[src/rtl/phy_pins_consts.svh]
// phy_pins_consts.svh - offsets, field positions, reset values, rates
// assumes: included by bare name from the design files and the bench
`ifndef PHY_PINS_CONSTS_SVH
`define PHY_PINS_CONSTS_SVH

// register byte offsets on the axi4-lite slave
`define REG_CTRL_OFS      8'h00
`define REG_STAT_OFS      8'h04

// control register fields
`define CTRL_TE_BIT       0
`define CTRL_ALT_BIT      1
`define CTRL_TX_CLOCK_OUT_ENABLE_BIT     2
`define CTRL_PCHK_BIT     3
`define CTRL_RST          4'h0

// status register fields
`define STAT_PERR_A_BIT   0
`define STAT_PERR_B_BIT   1
`define STAT_TXE_BIT      2
`define STAT_SD_BIT       3
`define STAT_MODE_LSB     4

// axi response codes
`define RESP_OKAY         2'h0
`define RESP_SLVERR       2'h2

// media link rates, printed figures
`define TX_BIT_RATE_MBPS  125
`define TX_CLK_MHZ        125

// indicate path reset: all-zero word with parity one stays odd
`define IND_PAR_RST       1'h1
`define SYM_RST           4'h0

`endif

[src/rtl/phy_pins_pkg.sv]
// phy_pins_pkg.sv - types and parity helper for the phy pin logic
// assumes: compiled before every design file
package phy_pins_pkg;

    // transmit mode field coding, as reported by the transmitter
    typedef enum logic [2:0] {
        off_transmit_mode = 3'b000,
        active_mode       = 3'b001,
        idle_mode         = 3'b010,
        quiet_mode        = 3'b011,
        halt_mode         = 3'b100,
        master_mode       = 3'b101,
        spare6_mode       = 3'b110,
        spare7_mode       = 3'b111
    } tx_mode_t;

    // parity bit that makes flag plus symbols an odd 10-bit word
    function automatic logic odd_fill(input logic ctrl, input logic [7:0] sym);
        return ~^{ctrl, sym};
    endfunction : odd_fill

    // true when the whole 10-bit word has odd parity
    function automatic logic word_odd(input logic par, input logic ctrl,
                                      input logic [7:0] sym);
        return ^{par, ctrl, sym};
    endfunction : word_odd

endpackage : phy_pins_pkg

[src/rtl/phy_port_path.sv]
// phy_port_path.sv - one phy port: indicate packing, request checking
// assumes: inputs synchronous to clk_sys, request side driven by the mac
`timescale 1ns/1ns
`include "phy_pins_consts.svh"
module phy_port_path (
    input  wire logic       clk_sys,
    input  wire logic       rst_n,
    input  wire logic       chk_en,
    input  wire logic       ind_is_ctrl,
    input  wire logic [3:0] ind_first,
    input  wire logic [3:0] ind_second,
    input  wire logic       req_parity,
    input  wire logic       req_ctrl_flag,
    input  wire logic [7:0] req_symbols,
    output logic            ind_parity,
    output logic            ind_ctrl_flag,
    output logic [7:0]      ind_symbols,
    output logic            req_is_ctrl,
    output logic [3:0]      req_first,
    output logic [3:0]      req_second,
    output logic            par_err
);

    //////////////////////////////////////////////////////////////////
    // indicate side

    wire logic [7:0] ind_word = {ind_first, ind_second};
    wire logic       ind_par  = phy_pins_pkg::odd_fill(ind_is_ctrl, ind_word);

    always_ff @(posedge clk_sys) begin
        if (!rst_n) begin
            ind_parity    <= `IND_PAR_RST;
            ind_ctrl_flag <= 1'b0;
            ind_symbols   <= {`SYM_RST, `SYM_RST};
        end else begin
            ind_parity    <= ind_par;
            ind_ctrl_flag <= ind_is_ctrl;
            ind_symbols   <= ind_word;
        end
    end

    //////////////////////////////////////////////////////////////////
    // request side

    wire logic req_bad = chk_en &
                         ~phy_pins_pkg::word_odd(req_parity, req_ctrl_flag, req_symbols);

    // request word handed on, error flag one cycle after each bad word while chk_en is set
    always_ff @(posedge clk_sys) begin
        if (!rst_n) begin
            req_is_ctrl <= 1'b0;
            req_first   <= `SYM_RST;
            req_second  <= `SYM_RST;
            par_err     <= 1'b0;
        end else begin
            req_is_ctrl <= req_ctrl_flag;
            req_first   <= req_symbols[7:4];
            req_second  <= req_symbols[3:0];
            par_err     <= req_bad;
        end
    end

    //////////////////////////////////////////////////////////////////
    // checks

    property p_ind_odd;
        @(posedge clk_sys) disable iff (!rst_n)
        1'b1 |=> (^{ind_parity, ind_ctrl_flag, ind_symbols}) == 1'b1;
    endproperty
    a_ind_odd: assert property (p_ind_odd)
        else $error("indicate word not odd parity");

    property p_ind_ctrl;
        @(posedge clk_sys) disable iff (!rst_n)
        ind_is_ctrl |=> ind_ctrl_flag ##1 (ind_ctrl_flag == $past(ind_is_ctrl));
    endproperty
    a_ind_ctrl: assert property (p_ind_ctrl)
        else $error("indicate control flag wrong");

    property p_ind_order;
        @(posedge clk_sys) disable iff (!rst_n)
        1'b1 |=> ind_symbols[7:4] == $past(ind_first)
              && ind_symbols[3:0] == $past(ind_second);
    endproperty
    a_ind_order: assert property (p_ind_order)
        else $error("indicate symbol order wrong");

    property p_req_err;
        @(posedge clk_sys) disable iff (!rst_n)
        (chk_en && !(^{req_parity, req_ctrl_flag, req_symbols})) |=> par_err;
    endproperty
    a_req_err: assert property (p_req_err)
        else $error("request parity error missed");

endmodule : phy_port_path

[src/rtl/phy_pins_top.sv]
// phy_pins_top.sv - pin logic of the phy port and media interface
// holds: axi4-lite slave, transmitter enable decode, alternate receive
// gating, transmit clock gating, two phy port paths (a and b)
// assumes: every input synchronous to clk_sys; the receive and transmit
// cores supply indicate symbols, transmit mode and serial bits
`timescale 1ns/1ns
`include "phy_pins_consts.svh"
module phy_pins_top (
    input  wire logic        clk_sys,
    input  wire logic        rst_n,
    // axi4-lite slave
    input  wire logic [7:0]  awaddr,
    input  wire logic        awvalid,
    output logic             awready,
    input  wire logic [31:0] wdata,
    input  wire logic [3:0]  wstrb,
    input  wire logic        wvalid,
    output logic             wready,
    output logic [1:0]       bresp,
    output logic             bvalid,
    input  wire logic        bready,
    input  wire logic [7:0]  araddr,
    input  wire logic        arvalid,
    output logic             arready,
    output logic [31:0]      rdata,
    output logic [1:0]       rresp,
    output logic             rvalid,
    input  wire logic        rready,
    // media transmit side
    input  wire logic [2:0]  tx_mode_field,
    input  wire logic        tx_enable_level_sel,
    output logic             media_tx_enable_out,
    input  wire logic        tx_serial_in,
    input  wire logic        tx_clock_in,
    output logic             media_serial_tx_data,
    output logic             tx_clock_out,
    // media receive side
    input  wire logic        signal_present_in,
    input  wire logic        alt_rx_clock_in,
    input  wire logic        alt_rx_data_in,
    output logic             alt_rx_clock_gated,
    output logic             alt_rx_data_gated,
    // port a, mac side
    input  wire logic        port_a_req_parity,
    input  wire logic        port_a_req_ctrl_flag,
    input  wire logic [7:0]  port_a_req_symbols,
    output logic             port_a_ind_parity,
    output logic             port_a_ind_ctrl_flag,
    output logic [7:0]       port_a_ind_symbols,
    // port a, core side
    input  wire logic        a_ind_is_ctrl,
    input  wire logic [3:0]  a_ind_first,
    input  wire logic [3:0]  a_ind_second,
    output logic             a_req_is_ctrl,
    output logic [3:0]       a_req_first,
    output logic [3:0]       a_req_second,
    // port b, mac side
    input  wire logic        port_b_req_parity,
    input  wire logic        port_b_req_ctrl_flag,
    input  wire logic [7:0]  port_b_req_symbols,
    output logic             port_b_ind_parity,
    output logic             port_b_ind_ctrl_flag,
    output logic [7:0]       port_b_ind_symbols,
    // port b, core side
    input  wire logic        b_ind_is_ctrl,
    input  wire logic [3:0]  b_ind_first,
    input  wire logic [3:0]  b_ind_second,
    output logic             b_req_is_ctrl,
    output logic [3:0]       b_req_first,
    output logic [3:0]       b_req_second
);

    //////////////////////////////////////////////////////////////////
    // bus slave state

    logic        awready_q;    // write address slot free
    logic        wready_q;     // write data slot free
    logic        aw_have_q;    // write address held
    logic        w_have_q;     // write data held
    logic [7:0]  aw_addr_q;    // held write address
    logic [31:0] w_data_q;     // held write data
    logic [3:0]  w_strb_q;     // held byte strobes
    logic        bvalid_q;     // write answer pending
    logic [1:0]  bresp_q;      // write answer code
    logic        arready_q;    // read slot free
    logic        rvalid_q;     // read answer pending
    logic [31:0] rdata_q;      // read answer data
    logic [1:0]  rresp_q;      // read answer code

    // control and status
    logic [3:0]  ctrl_q;       // te, alt, tx_clock_out_enable, parity check
    logic        perr_a_q;     // sticky port a parity error
    logic        perr_b_q;     // sticky port b parity error
    logic        txe_q;        // transmitter enable pin
    logic        ser_q;        // serial data pin
    logic        txc_q;        // transmit clock pin
    logic        alt_clk_q;    // gated alternate clock
    logic        alt_dat_q;    // gated alternate data

    // pulses from the port paths
    wire logic   par_err_a;
    wire logic   par_err_b;

    //////////////////////////////////////////////////////////////////
    // bus decode

    wire logic aw_take = awvalid & awready_q;
    wire logic w_take  = wvalid & wready_q;
    wire logic wr_fire = aw_have_q & w_have_q & ~bvalid_q;
    wire logic wr_ctrl_hit = aw_addr_q == `REG_CTRL_OFS;
    wire logic wr_stat_hit = aw_addr_q == `REG_STAT_OFS;
    wire logic wr_lane0 = wr_fire & w_strb_q[0];
    wire logic wr_ctrl = wr_lane0 & wr_ctrl_hit;
    wire logic wr_stat = wr_lane0 & wr_stat_hit;
    wire logic [1:0] wr_resp = (wr_ctrl_hit | wr_stat_hit) ? `RESP_OKAY
                                                          : `RESP_SLVERR;
    wire logic ar_take = arvalid & arready_q;
    wire logic rd_ctrl_hit = araddr == `REG_CTRL_OFS;
    wire logic rd_stat_hit = araddr == `REG_STAT_OFS;

    // status word as software sees it
    wire logic [31:0] stat_word = {25'h0000000, tx_mode_field,
                                   signal_present_in, txe_q,
                                   perr_b_q, perr_a_q};
    wire logic [31:0] rd_word = rd_ctrl_hit ? {28'h0000000, ctrl_q} :
                                rd_stat_hit ? stat_word : 32'h00000000;
    wire logic [1:0]  rd_resp = (rd_ctrl_hit | rd_stat_hit) ? `RESP_OKAY
                                                           : `RESP_SLVERR;

    //////////////////////////////////////////////////////////////////
    // write channels: address and data taken in either order

    always_ff @(posedge clk_sys) begin
        if (!rst_n) begin
            awready_q <= 1'b1;
            aw_have_q <= 1'b0;
            aw_addr_q <= 8'h00;
        end else if (aw_take) begin
            awready_q <= 1'b0;
            aw_have_q <= 1'b1;
            aw_addr_q <= awaddr;
        end else if (bvalid_q && bready) begin
            // slot reopens once the answer is taken
            awready_q <= 1'b1;
            aw_have_q <= 1'b0;
        end
    end

    // write data slot
    always_ff @(posedge clk_sys) begin
        if (!rst_n) begin
            wready_q <= 1'b1;
            w_have_q <= 1'b0;
            w_data_q <= 32'h00000000;
            w_strb_q <= 4'h0;
        end else if (w_take) begin
            wready_q <= 1'b0;
            w_have_q <= 1'b1;
            w_data_q <= wdata;
            w_strb_q <= wstrb;
        end else if (bvalid_q && bready) begin
            wready_q <= 1'b1;
            w_have_q <= 1'b0;
        end
    end

    // write answer, one cycle after both halves are held
    always_ff @(posedge clk_sys) begin
        if (!rst_n) begin
            bvalid_q <= 1'b0;
            bresp_q  <= `RESP_OKAY;
        end else if (wr_fire) begin
            bvalid_q <= 1'b1;
            bresp_q  <= wr_resp;
        end else if (bready) begin
            bvalid_q <= 1'b0;
        end
    end

    //////////////////////////////////////////////////////////////////
    // read channel: answer the cycle after the address is taken

    always_ff @(posedge clk_sys) begin
        if (!rst_n) begin
            arready_q <= 1'b1;
            rvalid_q  <= 1'b0;
            rdata_q   <= 32'h00000000;
            rresp_q   <= `RESP_OKAY;
        end else if (ar_take) begin
            arready_q <= 1'b0;
            rvalid_q  <= 1'b1;
            rdata_q   <= rd_word;
            rresp_q   <= rd_resp;
        end else if (rvalid_q && rready) begin
            arready_q <= 1'b1;
            rvalid_q  <= 1'b0;
        end
    end

    //////////////////////////////////////////////////////////////////
    // control register; all enables clear on reset

    always_ff @(posedge clk_sys) begin
        if (!rst_n) begin
            ctrl_q <= `CTRL_RST;
        end else if (wr_ctrl) begin
            ctrl_q <= w_data_q[3:0];
        end
    end

    always_ff @(posedge clk_sys) begin
        if (!rst_n) begin
            perr_a_q <= 1'b0;
            perr_b_q <= 1'b0;
        end else begin
            perr_a_q <= par_err_a | (perr_a_q & ~(wr_stat & w_data_q[`STAT_PERR_A_BIT]));
            perr_b_q <= par_err_b | (perr_b_q & ~(wr_stat & w_data_q[`STAT_PERR_B_BIT]));
        end
    end

    //////////////////////////////////////////////////////////////////
    // transmitter enable decode

    wire logic te_bit   = ctrl_q[`CTRL_TE_BIT];
    wire logic mode_off = phy_pins_pkg::tx_mode_t'(tx_mode_field)
                          == phy_pins_pkg::off_transmit_mode;
    wire logic tx_live  = te_bit & ~mode_off;
    wire logic txe_d    = tx_live ? tx_enable_level_sel : ~tx_enable_level_sel;

    // enable pin register
    always_ff @(posedge clk_sys) begin
        if (!rst_n) begin
            txe_q <= 1'b0;
        end else begin
            txe_q <= txe_d;
        end
    end

    //////////////////////////////////////////////////////////////////
    // serial transmit and its clock

    always_ff @(posedge clk_sys) begin
        if (!rst_n) begin
            ser_q <= 1'b0;
            txc_q <= 1'b0;
        end else begin
            ser_q <= tx_serial_in;
            txc_q <= tx_clock_in & ctrl_q[`CTRL_TX_CLOCK_OUT_ENABLE_BIT];
        end
    end

    //////////////////////////////////////////////////////////////////
    // alternate receive gating

    always_ff @(posedge clk_sys) begin
        if (!rst_n) begin
            alt_clk_q <= 1'b0;
            alt_dat_q <= 1'b0;
        end else begin
            alt_clk_q <= alt_rx_clock_in & ctrl_q[`CTRL_ALT_BIT];
            alt_dat_q <= alt_rx_data_in & ctrl_q[`CTRL_ALT_BIT];
        end
    end

    //////////////////////////////////////////////////////////////////
    // phy ports

    phy_port_path u_port_a (
        .clk_sys       (clk_sys),
        .rst_n         (rst_n),
        .chk_en        (ctrl_q[`CTRL_PCHK_BIT]),
        .ind_is_ctrl   (a_ind_is_ctrl),
        .ind_first     (a_ind_first),
        .ind_second    (a_ind_second),
        .req_parity    (port_a_req_parity),
        .req_ctrl_flag (port_a_req_ctrl_flag),
        .req_symbols   (port_a_req_symbols),
        .ind_parity    (port_a_ind_parity),
        .ind_ctrl_flag (port_a_ind_ctrl_flag),
        .ind_symbols   (port_a_ind_symbols),
        .req_is_ctrl   (a_req_is_ctrl),
        .req_first     (a_req_first),
        .req_second    (a_req_second),
        .par_err       (par_err_a)
    );

    phy_port_path u_port_b (
        .clk_sys       (clk_sys),
        .rst_n         (rst_n),
        .chk_en        (ctrl_q[`CTRL_PCHK_BIT]),
        .ind_is_ctrl   (b_ind_is_ctrl),
        .ind_first     (b_ind_first),
        .ind_second    (b_ind_second),
        .req_parity    (port_b_req_parity),
        .req_ctrl_flag (port_b_req_ctrl_flag),
        .req_symbols   (port_b_req_symbols),
        .ind_parity    (port_b_ind_parity),
        .ind_ctrl_flag (port_b_ind_ctrl_flag),
        .ind_symbols   (port_b_ind_symbols),
        .req_is_ctrl   (b_req_is_ctrl),
        .req_first     (b_req_first),
        .req_second    (b_req_second),
        .par_err       (par_err_b)
    );

    //////////////////////////////////////////////////////////////////
    // outputs straight from flops

    assign awready              = awready_q;
    assign wready               = wready_q;
    assign bvalid               = bvalid_q;
    assign bresp                = bresp_q;
    assign arready              = arready_q;
    assign rvalid               = rvalid_q;
    assign rdata                = rdata_q;
    assign rresp                = rresp_q;
    assign media_tx_enable_out  = txe_q;
    assign media_serial_tx_data = ser_q;
    assign tx_clock_out         = txc_q;
    assign alt_rx_clock_gated   = alt_clk_q;
    assign alt_rx_data_gated    = alt_dat_q;

    //////////////////////////////////////////////////////////////////
    // checks

    property p_txe_live;
        @(posedge clk_sys) disable iff (!rst_n)
        (te_bit && !mode_off) |=> media_tx_enable_out == $past(tx_enable_level_sel);
    endproperty
    a_txe_live: assert property (p_txe_live)
        else $error("enable out not following level");

    property p_txe_idle;
        @(posedge clk_sys) disable iff (!rst_n)
        (!te_bit || mode_off) |=> media_tx_enable_out != $past(tx_enable_level_sel);
    endproperty
    a_txe_idle: assert property (p_txe_idle)
        else $error("enable out not inverted");

    property p_alt_gate;
        @(posedge clk_sys) disable iff (!rst_n)
        !ctrl_q[`CTRL_ALT_BIT] |=> !alt_rx_clock_gated && !alt_rx_data_gated;
    endproperty
    a_alt_gate: assert property (p_alt_gate)
        else $error("alternate input leaked while off");

    property p_txc_gate;
        @(posedge clk_sys) disable iff (!rst_n)
        (ctrl_q[`CTRL_TX_CLOCK_OUT_ENABLE_BIT] && tx_clock_in) |=> tx_clock_out;
    endproperty
    a_txc_gate: assert property (p_txc_gate)
        else $error("transmit clock not passed");

    property p_txc_off;
        @(posedge clk_sys) disable iff (!rst_n)
        !ctrl_q[`CTRL_TX_CLOCK_OUT_ENABLE_BIT] |=> !tx_clock_out;
    endproperty
    a_txc_off: assert property (p_txc_off)
        else $error("transmit clock leaked while off");

    property p_perr_hold;
        @(posedge clk_sys) disable iff (!rst_n)
        par_err_a |=> perr_a_q;
    endproperty
    a_perr_hold: assert property (p_perr_hold)
        else $error("port a parity error lost");

endmodule : phy_pins_top

[config.mk]
export PLATFORM = sky130hd
export DESIGN_NAME = phy_pins_top
export DESIGN_NICKNAME = d
export VERILOG_FILES = /design/src/rtl/phy_pins_pkg.sv /design/src/rtl/phy_port_path.sv /design/src/rtl/phy_pins_top.sv
export VERILOG_INCLUDE_DIRS = /design/src /design/src/rtl
export SDC_FILE = /design/constraint.sdc
export NUM_CORES = 1
export LEC_CHECK = 0
export ABC_AREA = 1
export BUFFER_PORTS_ARGS = -buffer_cell sky130_fd_sc_hd__buf_2
export CELL_PAD_IN_SITES_DETAIL_PLACEMENT = 1
export CELL_PAD_IN_SITES_GLOBAL_PLACEMENT = 2
export CORE_UTILIZATION = 23
export CTS_BUF_LIST = sky130_fd_sc_hd__clkbuf_16
export CTS_CLUSTER_SIZE = 10
export DETAILED_ROUTE_END_ITERATION = 8
export PLACE_DENSITY_LB_ADDON = 0.2
export REMOVE_ABC_BUFFERS = 1
export SETUP_SLACK_MARGIN = 0.05
export SYNTH_ARGS = -nofsm -noshare
export SYNTH_HDL_FRONTEND = slang
export SYNTH_HIERARCHICAL = 1
export SYNTH_SLANG_ARGS = --single-unit
[constraint.sdc]
create_clock -name clk_sys -period 1.14 [get_ports clk_sys]
set_input_delay 0.114 -clock clk_sys [delete_from_list [all_inputs] [get_ports clk_sys]]
set_output_delay 0.114 -clock clk_sys [all_outputs]
set_load 0.02 [all_outputs]
==> results of run 1 <==
[worst register-to-register path, stage by stage (launching register included)]
cell,delay (ns)
dfxtp_1,0.31
nor2_1,0.12
nand2_2,0.10
nor2_4,0.21
nand3_1,0.10
nand2_1,0.07
nor2_1,0.04
[cell families after synthesis]
group / Yosys count
buf+inv: 115
simple gates: 229
other cells: 1
flops: 80
compound gates: 43
xor+xnor: 24
[through the flow]
| stage | cells | power, uW |
|---|---|---|
| 2_1_floorplan | 481 | 3764 |
| 3_3_place_gp | 806 | 4198 |
| 3_5_place_dp | 806 | 4229 |
| 4_1_cts | 842 | 7206 |
| 5_1_grt | 839 | 7489 |
| 6_report | 839 | 7084 |
[final cells by class]
type	count	area [um2]	area share
clock buffers	9	225.2	0.04580
clock inverters	7	63.81	0.01298
inverters	78	292.8	0.05954
multi-input cells	324	1608	0.3270
flip-flops and latches	80	1605	0.3265
well taps	188	235.2	0.04784
repair buffers	153	887.1	0.1804
[synth_stat cells, drive strengths merged]
master / count / area share
nand2: 151 / 0.16
a21oi: 25 / 0.036
o21ai: 18 / 0.025
nor3: 2 / 0.0028
nor2: 53 / 0.073
xnor2: 12 / 0.029
clkbuf: 4 / 0.0042
buf: 33 / 0.066
inv: 78 / 0.082
dfxtp: 80 / 0.45
conb: 1 / 0.0011
xor2: 12 / 0.029
nand3: 23 / 0.040
[how the worst min path moves through the flow]
| stage | end | slack, ns | depth (start not counted) |
|---|---|---|---|
| final | u_port_a/req_first[2] | 0.01 | 3 |
| after global routing | u_port_a/ind_symbols[7] | 0.03 | 3 |
| after CTS | u_port_a/req_first[2] | 0.0007 | 3 |
| after detailed placement | media_serial_tx_data | 0.31 | 3 |
| after global placement | media_serial_tx_data | 0.29 | 3 |
| after floorplan | arready | 0.18 | 1 |
[power by group through the flow]
stage / clock network, uW / logic [uW] / registers, uW
floorplan: 0 / 555 / 3210
global placement: 0 / 1130 / 3070
detailed placement: 0 / 1160 / 3070
CTS: 2970 / 1220 / 3020
global route: 3070 / 1390 / 3040
finish: 2840 / 1230 / 3020
[timing repair]
| item | 4_1_cts | 5_1_grt |
|---|---|---|
| resized for setup | 4 | 23 |
| hold endpoints to repair | 19 | 0 |
| hold buffers | 19 | 0 |
| pin swaps | 2 | 9 |
| setup buffers | 0 | 0 |
| cloned | 1 | 0 |
| setup endpoints to repair | 13 | 14 |
[state kept, by name, summed over array words and instances (netlist names), 4 cells and up]
register              count
aw_addr_q                 8
ctrl_q                    4
rdata                     7
u_port_a/ind_symbols      8
u_port_a/req_first        4
u_port_a/req_second       4
u_port_b/ind_symbols      8
u_port_b/req_first        4
u_port_b/req_second       4
w_data_q                  4
[layer usage]
layer	vias up	share of wire	GRT usage
met5	-	0	0
met4	0	0.020	0.05953
met3	13	0.059	0.02910
met2	94	0.48	0.2125
met1	1516	0.44	0.1378
li1	1721	-	-
==> impl_results.md, run 1 <==
* Outcome: complete, no violations
* Simple-gate share of the synthesized area at 0.2774
* Skew-Pair Late Insertion Delay at 0.34 ns
* Min-delay src: port_a_req_symbols[6]
* Final setup viols at 0
* Critical path depth at 6
* CTS Buf Count at 9
* Post-Synth Adder-Cell Area at 0
* Clock skew at 0.004831 ns
* Worst r2r src: aw_addr_q[6]
* Clock power share at 0.400
* Unrepaired setup endpoints after global routing: true
* Sequential share of the synthesized area at 0.4490
* PortBufs at approximately 130
* Initial antenna violation count at 0
* Distinct cell type count after synthesis at 22
* Dpl ws at ~0.020 ns
* FILL cells at between 1500 and 2000
* Reg-to-Reg End: ctrl_q[3]
* Share of power burned in registers at 0.426
* Int Pwr at just over 5000 uW
* FP Rows at between 40 and 50
* Die area at about 0.016 mm2
* Total grt overflow at 0
* Largest net degree at the start of global routing at 22
* CTS Root Cell: clkbuf_16
* Hold Crit Class: in -> reg
* Leakage Power at 0.002729 uW
* Gpl congestion at 0.7086
* Post-route setup slack at about 0.092 ns
* Crit-path leading delay family: simple AND/OR/NAND/NOR gates
* Cell mode on critical path: nor2_1
* P_sw at roughly 2000 uW
* Clock sinks at 80
* Minimum clock period at 1.048 ns
* Vias in the first global route at 3343
* Worst-path clk slew at approximately 0.060 ns
* Max Freq at 0.9546 GHz
* Final ANT Viol Nets at 0
* CP Capture Point: ctrl_q[3]
* Vias per cell at around 4
* Crit end category: flip-flop
* Maximum fanout along the worst path at 8
* DP HPWL at just over 7000 um
* I/O pins at 190
* CP arrival at between 1 and 1.5 ns
* Combinational power share at 0.173
* Number of max-cap violations at 0
* Die Y at ~130 um
* Buffer and inverter count on the worst path at 0
* CP Class: reg -> reg
* DR WL/cell at 11.10 um
* Xor/xnor share of the synthesized area at 0.05893
* Yosys warning count at 6
* Worst setup startpoint: aw_addr_q[6]
* Mapped Area at ~0.0036 mm2
* Core Region at 0.01515 mm2
* CTS tree: yes
* Compound-Gate Fraction of Synth Area at 0.06138
* Delay of the slowest critical-path stage at between 0.3 and 0.4 ns
* CTS Buffer Depth at 2
* Largest family of logic cells by synthesized area: simple AND/OR/NAND/NOR gates
* Final-stage net count at roughly 750
* Final Instance Area at a little under 0.005 mm2
* DRC viols at 0
* Most common cell after layout, fill and taps aside: nand2_1
* Final Max Tran Viols at 0
* Reg2reg path depth at 6
* PD cells at approximately 1400 mW/mm2
* First-pass GRT wire length at 15250 um
* Die width at ~130 um
* Initial DRC count at 57
* Post-synthesis cell count at 492
* CP required at 1.37 ns
* Peak supply drop at around 0.57 mV
* Final Hold Violating Endpoints at 0
* Register bit total from synthesis at 80
* Final core occ at 0.3247
* Setup_tns at 0 ns
* Slowest cell on the critical path: dfxtp_1
* Worst hold slack at approximately 0.013 ns
* Critical path, cell by cell: nor2_1, nand2_2, nor2_4, nand3_1, nand2_1, nor2_1
* Initial core utilization at 0.2355
* Final wirelength at 9309 um
* First drt pass iteration count at 3
* Internal reg-to-reg setup slack at 0.09 ns
* Antenna cells at 0
* Syn-to-layout area delta at 37.85%
* H-tree depth at 3
* Mux share of post-synthesis cell area at 0
* Global Route Usage Sum at 0.1212
* Commonest cells after routing, fill and taps aside: 143 x nand2_1, 126 x buf_2, 77 x dfxtp_1
* Period utilization at 0.9189
* Post-DP Area at between 0.004 and 0.005 mm2
* Syn avg cell area at 7.250 um2
* Startpoint Class: flip-flop
* Total number of vias at approximately 3300
* Layout cells sized above 1 at 0.2888
* Sw Share at 0.2820
Note: power is estimated with default switching activity, not from simulation.
==> run 2: changes to the inputs <==
Settings changed: CELL_PAD_IN_SITES_DETAIL_PLACEMENT 1 to default, CELL_PAD_IN_SITES_GLOBAL_PLACEMENT 2 to default, CORE_UTILIZATION 23 to 45.
==> run 2 against run 1 <==
  * Sequential share of layout area rose by 1.7 points
  * Power shrank 1.4%
  * Worst hold slack worse by 0.0070 ns
  * Sequential power barely moved
  * Die area down 48%
  * Clock-buffer cell count unchanged
  * Clock skew about the same
  * Critical path type unchanged
  * Largest power group unchanged
  * Highest routed layer unchanged
==> impl_results.md, run 2 (synthesis gave the netlist of run 1 again) <==
* Outcome: complete, no violations
* Syn-to-layout area delta at 31.18%
* Minimum clock period at roughly 1.1 ns
* Min-delay src: tx_clock_in
* First drt pass iteration count at 5
* DRC viols at 0
* Final setup viols at 0
* CTS Buf Count at 9
* Crit end category: flip-flop
* Final-stage net count at between 700 and 800
* Clock skew at about 0.0052 ns
* Gpl congestion at around 0.74
* Final Hold Violating Endpoints at 0
* Largest net degree at the start of global routing at 23
* Share of power burned in registers at 0.432
* WHS Path Cells at 3
* Highest metal used: met4
* Peak supply drop at 0.7639 mV
* Clock sinks at 80
* DR WL/cell at just under 10 um
* Setup_tns at 0 ns
* Post-Layout Cell Count at around 740
* Leakage Power at 0.002668 uW
* Initial antenna violation count at 0
* Reg2reg path depth at 6
* Startpoint Class: flip-flop
* Skew-Pair Late Insertion Delay at roughly 0.33 ns
* Biggest regs: aw_addr_q: 8 flops, u_port_a/ind_symbols: 8 flops, u_port_b/ind_symbols: 8 flops
* Unrepaired setup endpoints after global routing: true
* Dpl ws at approximately 0.065 ns
* Combinational power share at 0.168
* Met3 WL post-DR at 509 um
* Die Y at between 90 and 100 um
* Placed Cells at 719
* CTS Buffer Depth at 2
* Clock power share at 0.400
* Reg-to-Reg End: ctrl_q[0]
* Most common cell after layout, fill and taps aside: nand2_1
* Core Region at 0.007687 mm2
* Antenna cells at 0
* Worst r2r src: aw_addr_q[5]
* Post-Route M1 WL at slightly above 3000 um
* Layout cells sized above 1 at 0.3000
* Final core occ at 0.6087
* Worst-path clk slew at around 0.06 ns
* Hold Crit Class: in -> reg
* Delay of the slowest critical-path stage at 0.32 ns
* First-pass GRT wire length at 12090 um
* Total number of vias at roughly 3200
* CP required at 1.36 ns
* Final ANT Viol Nets at 0
* Final wirelength at 7330 um
* Post-route setup slack at roughly 0.062 ns
* CTS Root Cell: clkbuf_16
* Vias in the first global route at 2965
* Max Freq at 0.9280 GHz
* Number of max-cap violations at 0
* DP HPWL at ~5500 um
* H-tree depth at 3
* PD cells at about 1500 mW/mm2
* Commonest cells after routing, fill and taps aside: 143 x nand2_1, 130 x buf_2, 77 x dfxtp_1
* Initial core utilization at 0.4640
* Met2 WL at approximately 3600 um
* Slowest cell on the critical path: dfxtp_2
* Vias per cell at 4.354
* Critical path, cell by cell: nor2_2, nand2_2, nor2_4, nand3_1, nand2_1, nor2_1
* Period utilization at 0.9452
* FP Rows at 32
* Worst Hold Endpoint: tx_clock_out
* P_sw at 1913 uW
* Overall Power at ~7000 uW
* CP Class: reg -> reg
* Maximum fanout along the worst path at 8
* Int Pwr at 5074 uW
* PortBufs at 131
* Final Max Tran Viols at 0
* Total grt overflow at 0
* Die width at between 90 and 100 um
* CP arrival at 1.30 ns
* Global Route Usage Sum at 0.1776
* Sw Share at 0.2738
* CTS tree: yes
* Die area at ~0.0083 mm2
* Initial DRC count at 60
* I/O pins at 190
* Internal reg-to-reg setup slack at around 0.062 ns
## run 2: changes by cell type in the layout (fill, tap and decap cells not counted), moves of 2 or more
cell	before	now
nor2_4	6	8
buf_2	126	130
dlygate4sd3_1	18	4
nor2_1	43	41
buf_4	7	9
clkinv_2	3	1
## run 2: power groups by stage
stage          registers (uW)  clock network (uW)  logic, uW
2_1_floorplan            3210                   0        555
3_5_place_dp             3070                   0       1120
4_1_cts                  3010                2860       1140
6_report                 3020                2790       1170
5_1_grt                  3030                2970       1310
3_3_place_gp             3060                   0       1090
## run 2: repair_timing
action / 4_1_cts / 5_1_grt
pin swaps: 3 / 7
endpoints found under the hold margin: 4 / 0
buffers inserted: 3 / 1
resized for setup: 4 / 21
hold buffers: 4 / 0
endpoints found under the setup margin: 5 / 25
## run 2: cell type report
| class | instances | area, um2 |
|---|---|---|
| well taps | 102 | 127.6 |
| repair buffers | 143 | 758.2 |
| clock buffers | 9 | 225.2 |
| multi-input cells | 323 | 1597 |
| fillers | 733 | 3008 |
| inverters | 78 | 295.3 |
| flip-flops and latches | 80 | 1605 |
| clock inverters | 7 | 71.32 |
## run 2: layer usage
layer,vias up,global-route usage
met2,100,0.3188
met1,1414,0.1949
met4,0,0.08333
met5,-,0
li1,1705,-
met3,12,0.04523
## run 2: critical path, delay by kind of cell, from the launching register on
| family | cells | cell delay (ns) |
|---|---|---|
| flip-flops | 1 | 0.32 |
| AND/OR/NAND/NOR | 6 | 0.64 |
## run 2: metrics by stage
step / cell area, um2 / hold WS (ns)
after floorplan: 3415 / 0.1829
after global placement: 4235 / 0.2947
after detailed placement: 4235 / 0.3014
after CTS: 4607 / 0.0009675
after global routing: 4679 / 0.01968
final: 4679 / 0.005660
## run 2: how the worst max path moves through the flow
stage / startpoint / endpoint / slack [ns] / depth (start not counted)
floorplan: bvalid / perr_a_q / 0.08 / 6
global placement: aw_addr_q[0] / ctrl_q[0] / 0.08 / 6
detailed placement: aw_addr_q[0] / ctrl_q[3] / 0.07 / 6
CTS: awready / aw_addr_q[4] / 0.06 / 4
global route: aw_addr_q[5] / ctrl_q[3] / -0.02 / 6
finish: aw_addr_q[5] / ctrl_q[0] / 0.06 / 6
==> run 3: changes to the inputs <==
Settings changed: CORE_MARGIN from default to 3.
==> run 3 against run 2 <==
  * Largest power group unchanged
  * Sequential power hardly changed
  * Register-to-register slack barely moved
  * Clock skew shrank 0.00052 ns
  * Die area up 9.0%
  * Largest cell class unchanged
  * Highest routed layer is now met5
==> impl_results.md, run 3 (synthesis gave the netlist of run 1 again) <==
* Critical path, cell by cell: nor2_4, nand2_2, nor2_4, nand3_1, nand2_1, nor2_1
* Initial antenna violation count at 1
* Vias per cell at between 4 and 5
* Core Region at about 0.0075 mm2
* CTS Buf Count at 9
* Initial core utilization at 0.4765
* Worst Hold Endpoint: u_port_b/ind_ctrl_flag
* DP HPWL at roughly 6100 um
* Skew-Pair Late Insertion Delay at about 0.32 ns
* CTS Buffer Depth at 2
* WHS Path Cells at 3
* Met2 WL at roughly 4000 um
* First-pass GRT wire length at 12500 um
* Startpoint Class: flip-flop
* Final Max Tran Viols at 0
* PortBufs at between 100 and 150
* Highest metal used: met5
* Vias in the first global route at ~3000
* CP Class: reg -> reg
* Minimum clock period at about 1.1 ns
* DR WL/cell at between 10 and 15 um
* Max Freq at around 0.93 GHz
* Internal reg-to-reg setup slack at approximately 0.063 ns
* Clock sinks at 80
* Gpl congestion at 0.7407
* Maximum fanout along the worst path at 8
* Clock skew at approximately 0.0047 ns
* Worst r2r src: aw_addr_q[1]
* Commonest cells after routing, fill and taps aside: 143 x nand2_1, 130 x buf_2, 75 x inv_1, 75 x dfxtp_1, 42 x nor2_1
* Global Route Usage Sum at 0.1739
* Post-Route M1 WL at about 3200 um
* Crit end category: flip-flop
* Unrepaired setup endpoints after global routing: true
* Cell mode on critical path: nor2_4
* Final core occ at 0.6293
* Most common cell after layout, fill and taps aside: nand2_1
* I/O pins at 190
* Period utilization at 0.9444
* Delay of the slowest critical-path stage at between 0.3 and 0.4 ns
* Number of max-cap violations at 0
* Worst hold slack at 0.01565 ns
* CTS tree: yes
* CP arrival at between 1 and 1.5 ns
* Reg-to-Reg End: ctrl_q[2]
* Antenna cells at 0
* CP required at roughly 1.4 ns
* Min-delay src: b_ind_is_ctrl
* Total number of vias at 3200
* DRC viols at 0
* Met3 WL post-DR at roughly 650 um
* Crit-path leading delay family: simple AND/OR/NAND/NOR gates
* FILL cells at about 680
* Slowest cell on the critical path: dfxtp_2
* Total grt overflow at 0
* H-tree depth at 3
* CTS Root Cell: clkbuf_16
* Die area at 0.009032 mm2
* Initial DRC count at between 90 and 100
* PD cells at between 1500 and 2000 mW/mm2
* Final wirelength at about 7900 um
* Syn-to-layout area delta at 32.06%
* Leakage Power at 0.002691 uW
* Final setup viols at 0
* Buffer and inverter count on the worst path at 0
* Post-CTS Setup Inserts at 0
* Peak supply drop at around 0.8 mV
* First drt pass iteration count at 4
* Reg2reg path depth at 6
* Die Y at ~95 um
* Die width at about 95 um
* FP Rows at 31
* Final Hold Violating Endpoints at 0
* Outcome: complete, no violations
* Hold Crit Class: in -> reg
* Worst-path clk slew at 0.06 ns
* Final ANT Viol Nets at 0
* Biggest regs: aw_addr_q: 8 flops, u_port_a/ind_symbols: 8 flops, u_port_b/ind_symbols: 8 flops
* Final-stage net count at between 700 and 800
* Layout cells sized above 1 at 0.2995
* Largest net degree at the start of global routing at 21
run 3: cell count changes in the layout (fill, tap and decap cells not counted), sizes merged:
cell	before	now
buf	139	137
clkinvlp	2	0
bufinv	1	2
clkinv	3	4
dlygate4sd3	4	5
dlymetal6s4s	0	1
nor2	53	54
run 3: layout make-up:
cell class / count / area [um2] / share of cell area
clock buffer: 9 / 225.2 / 0.04781
clock inverter: 7 / 87.58 / 0.01859
inverter: 78 / 292.8 / 0.06215
multi-input combinational: 324 / 1608 / 0.3413
sequential: 80 / 1608 / 0.3413
tap: 99 / 123.9 / 0.02629
timing repair buffer: 143 / 765.7 / 0.1625
run 3: where the power goes:
group / leakage (uW) / total, uW / internal (uW) / switching, uW
Sequential: 0.000663 / 3020 / 2960 / 67.5
Clock: 0.000160 / 2960 / 1900 / 1070
Combinational: 0.00187 / 1180 / 426 / 758
run 3: worst max path at each step:
stage               slack, ns  depth (start not counted)          from           end
floorplan                0.08                          6        bvalid      perr_a_q
global placement         0.08                          5     aw_have_q      perr_b_q
detailed placement       0.05                          5      w_have_q      perr_b_q
CTS                      0.05                          4       awready  aw_addr_q[7]
global route            -0.02                          6  aw_addr_q[1]     ctrl_q[0]
finish                   0.06                          6  aw_addr_q[1]     ctrl_q[2]
run 3: routing by layer:
metal / global-route usage / vias to the layer above
met2: 0.3206 / 100
met4: 0.06851 / 2
met5: 0 / -
met1: 0.1853 / 1387
li1: - / 1703
met3: 0.05051 / 8
run 3: repair_timing:
| action | in CTS | in global routing |
|---|---|---|
| gates cloned | 1 | 0 |
| hold buffers | 6 | 0 |
| endpoints found under the setup margin | 2 | 20 |
| endpoints found under the hold margin | 6 | 0 |
| pin swaps | 1 | 12 |
| gates resized for setup | 2 | 26 |
run 3: through the flow:
stage	total power (uW)	area (um2)	worst slack (ns)	TNS [ns]	std cells
CTS	7220	4636	0.05471	0	741
global placement	4165	4247	0.08404	0	718
finish	7173	4711	0.06341	0	740
detailed placement	4206	4247	0.05049	0	718
global route	7527	4711	-0.02417	-0.06767	740
floorplan	3764	3415	0.08402	0	481
run 3: worst reg2reg max path, stage by stage (launching register included):
cell and delay, ns:
dfxtp_2 0.33, nor2_4 0.12, nand2_2 0.09, nor2_4 0.23
nand3_1 0.10, nand2_1 0.07, nor2_1 0.04
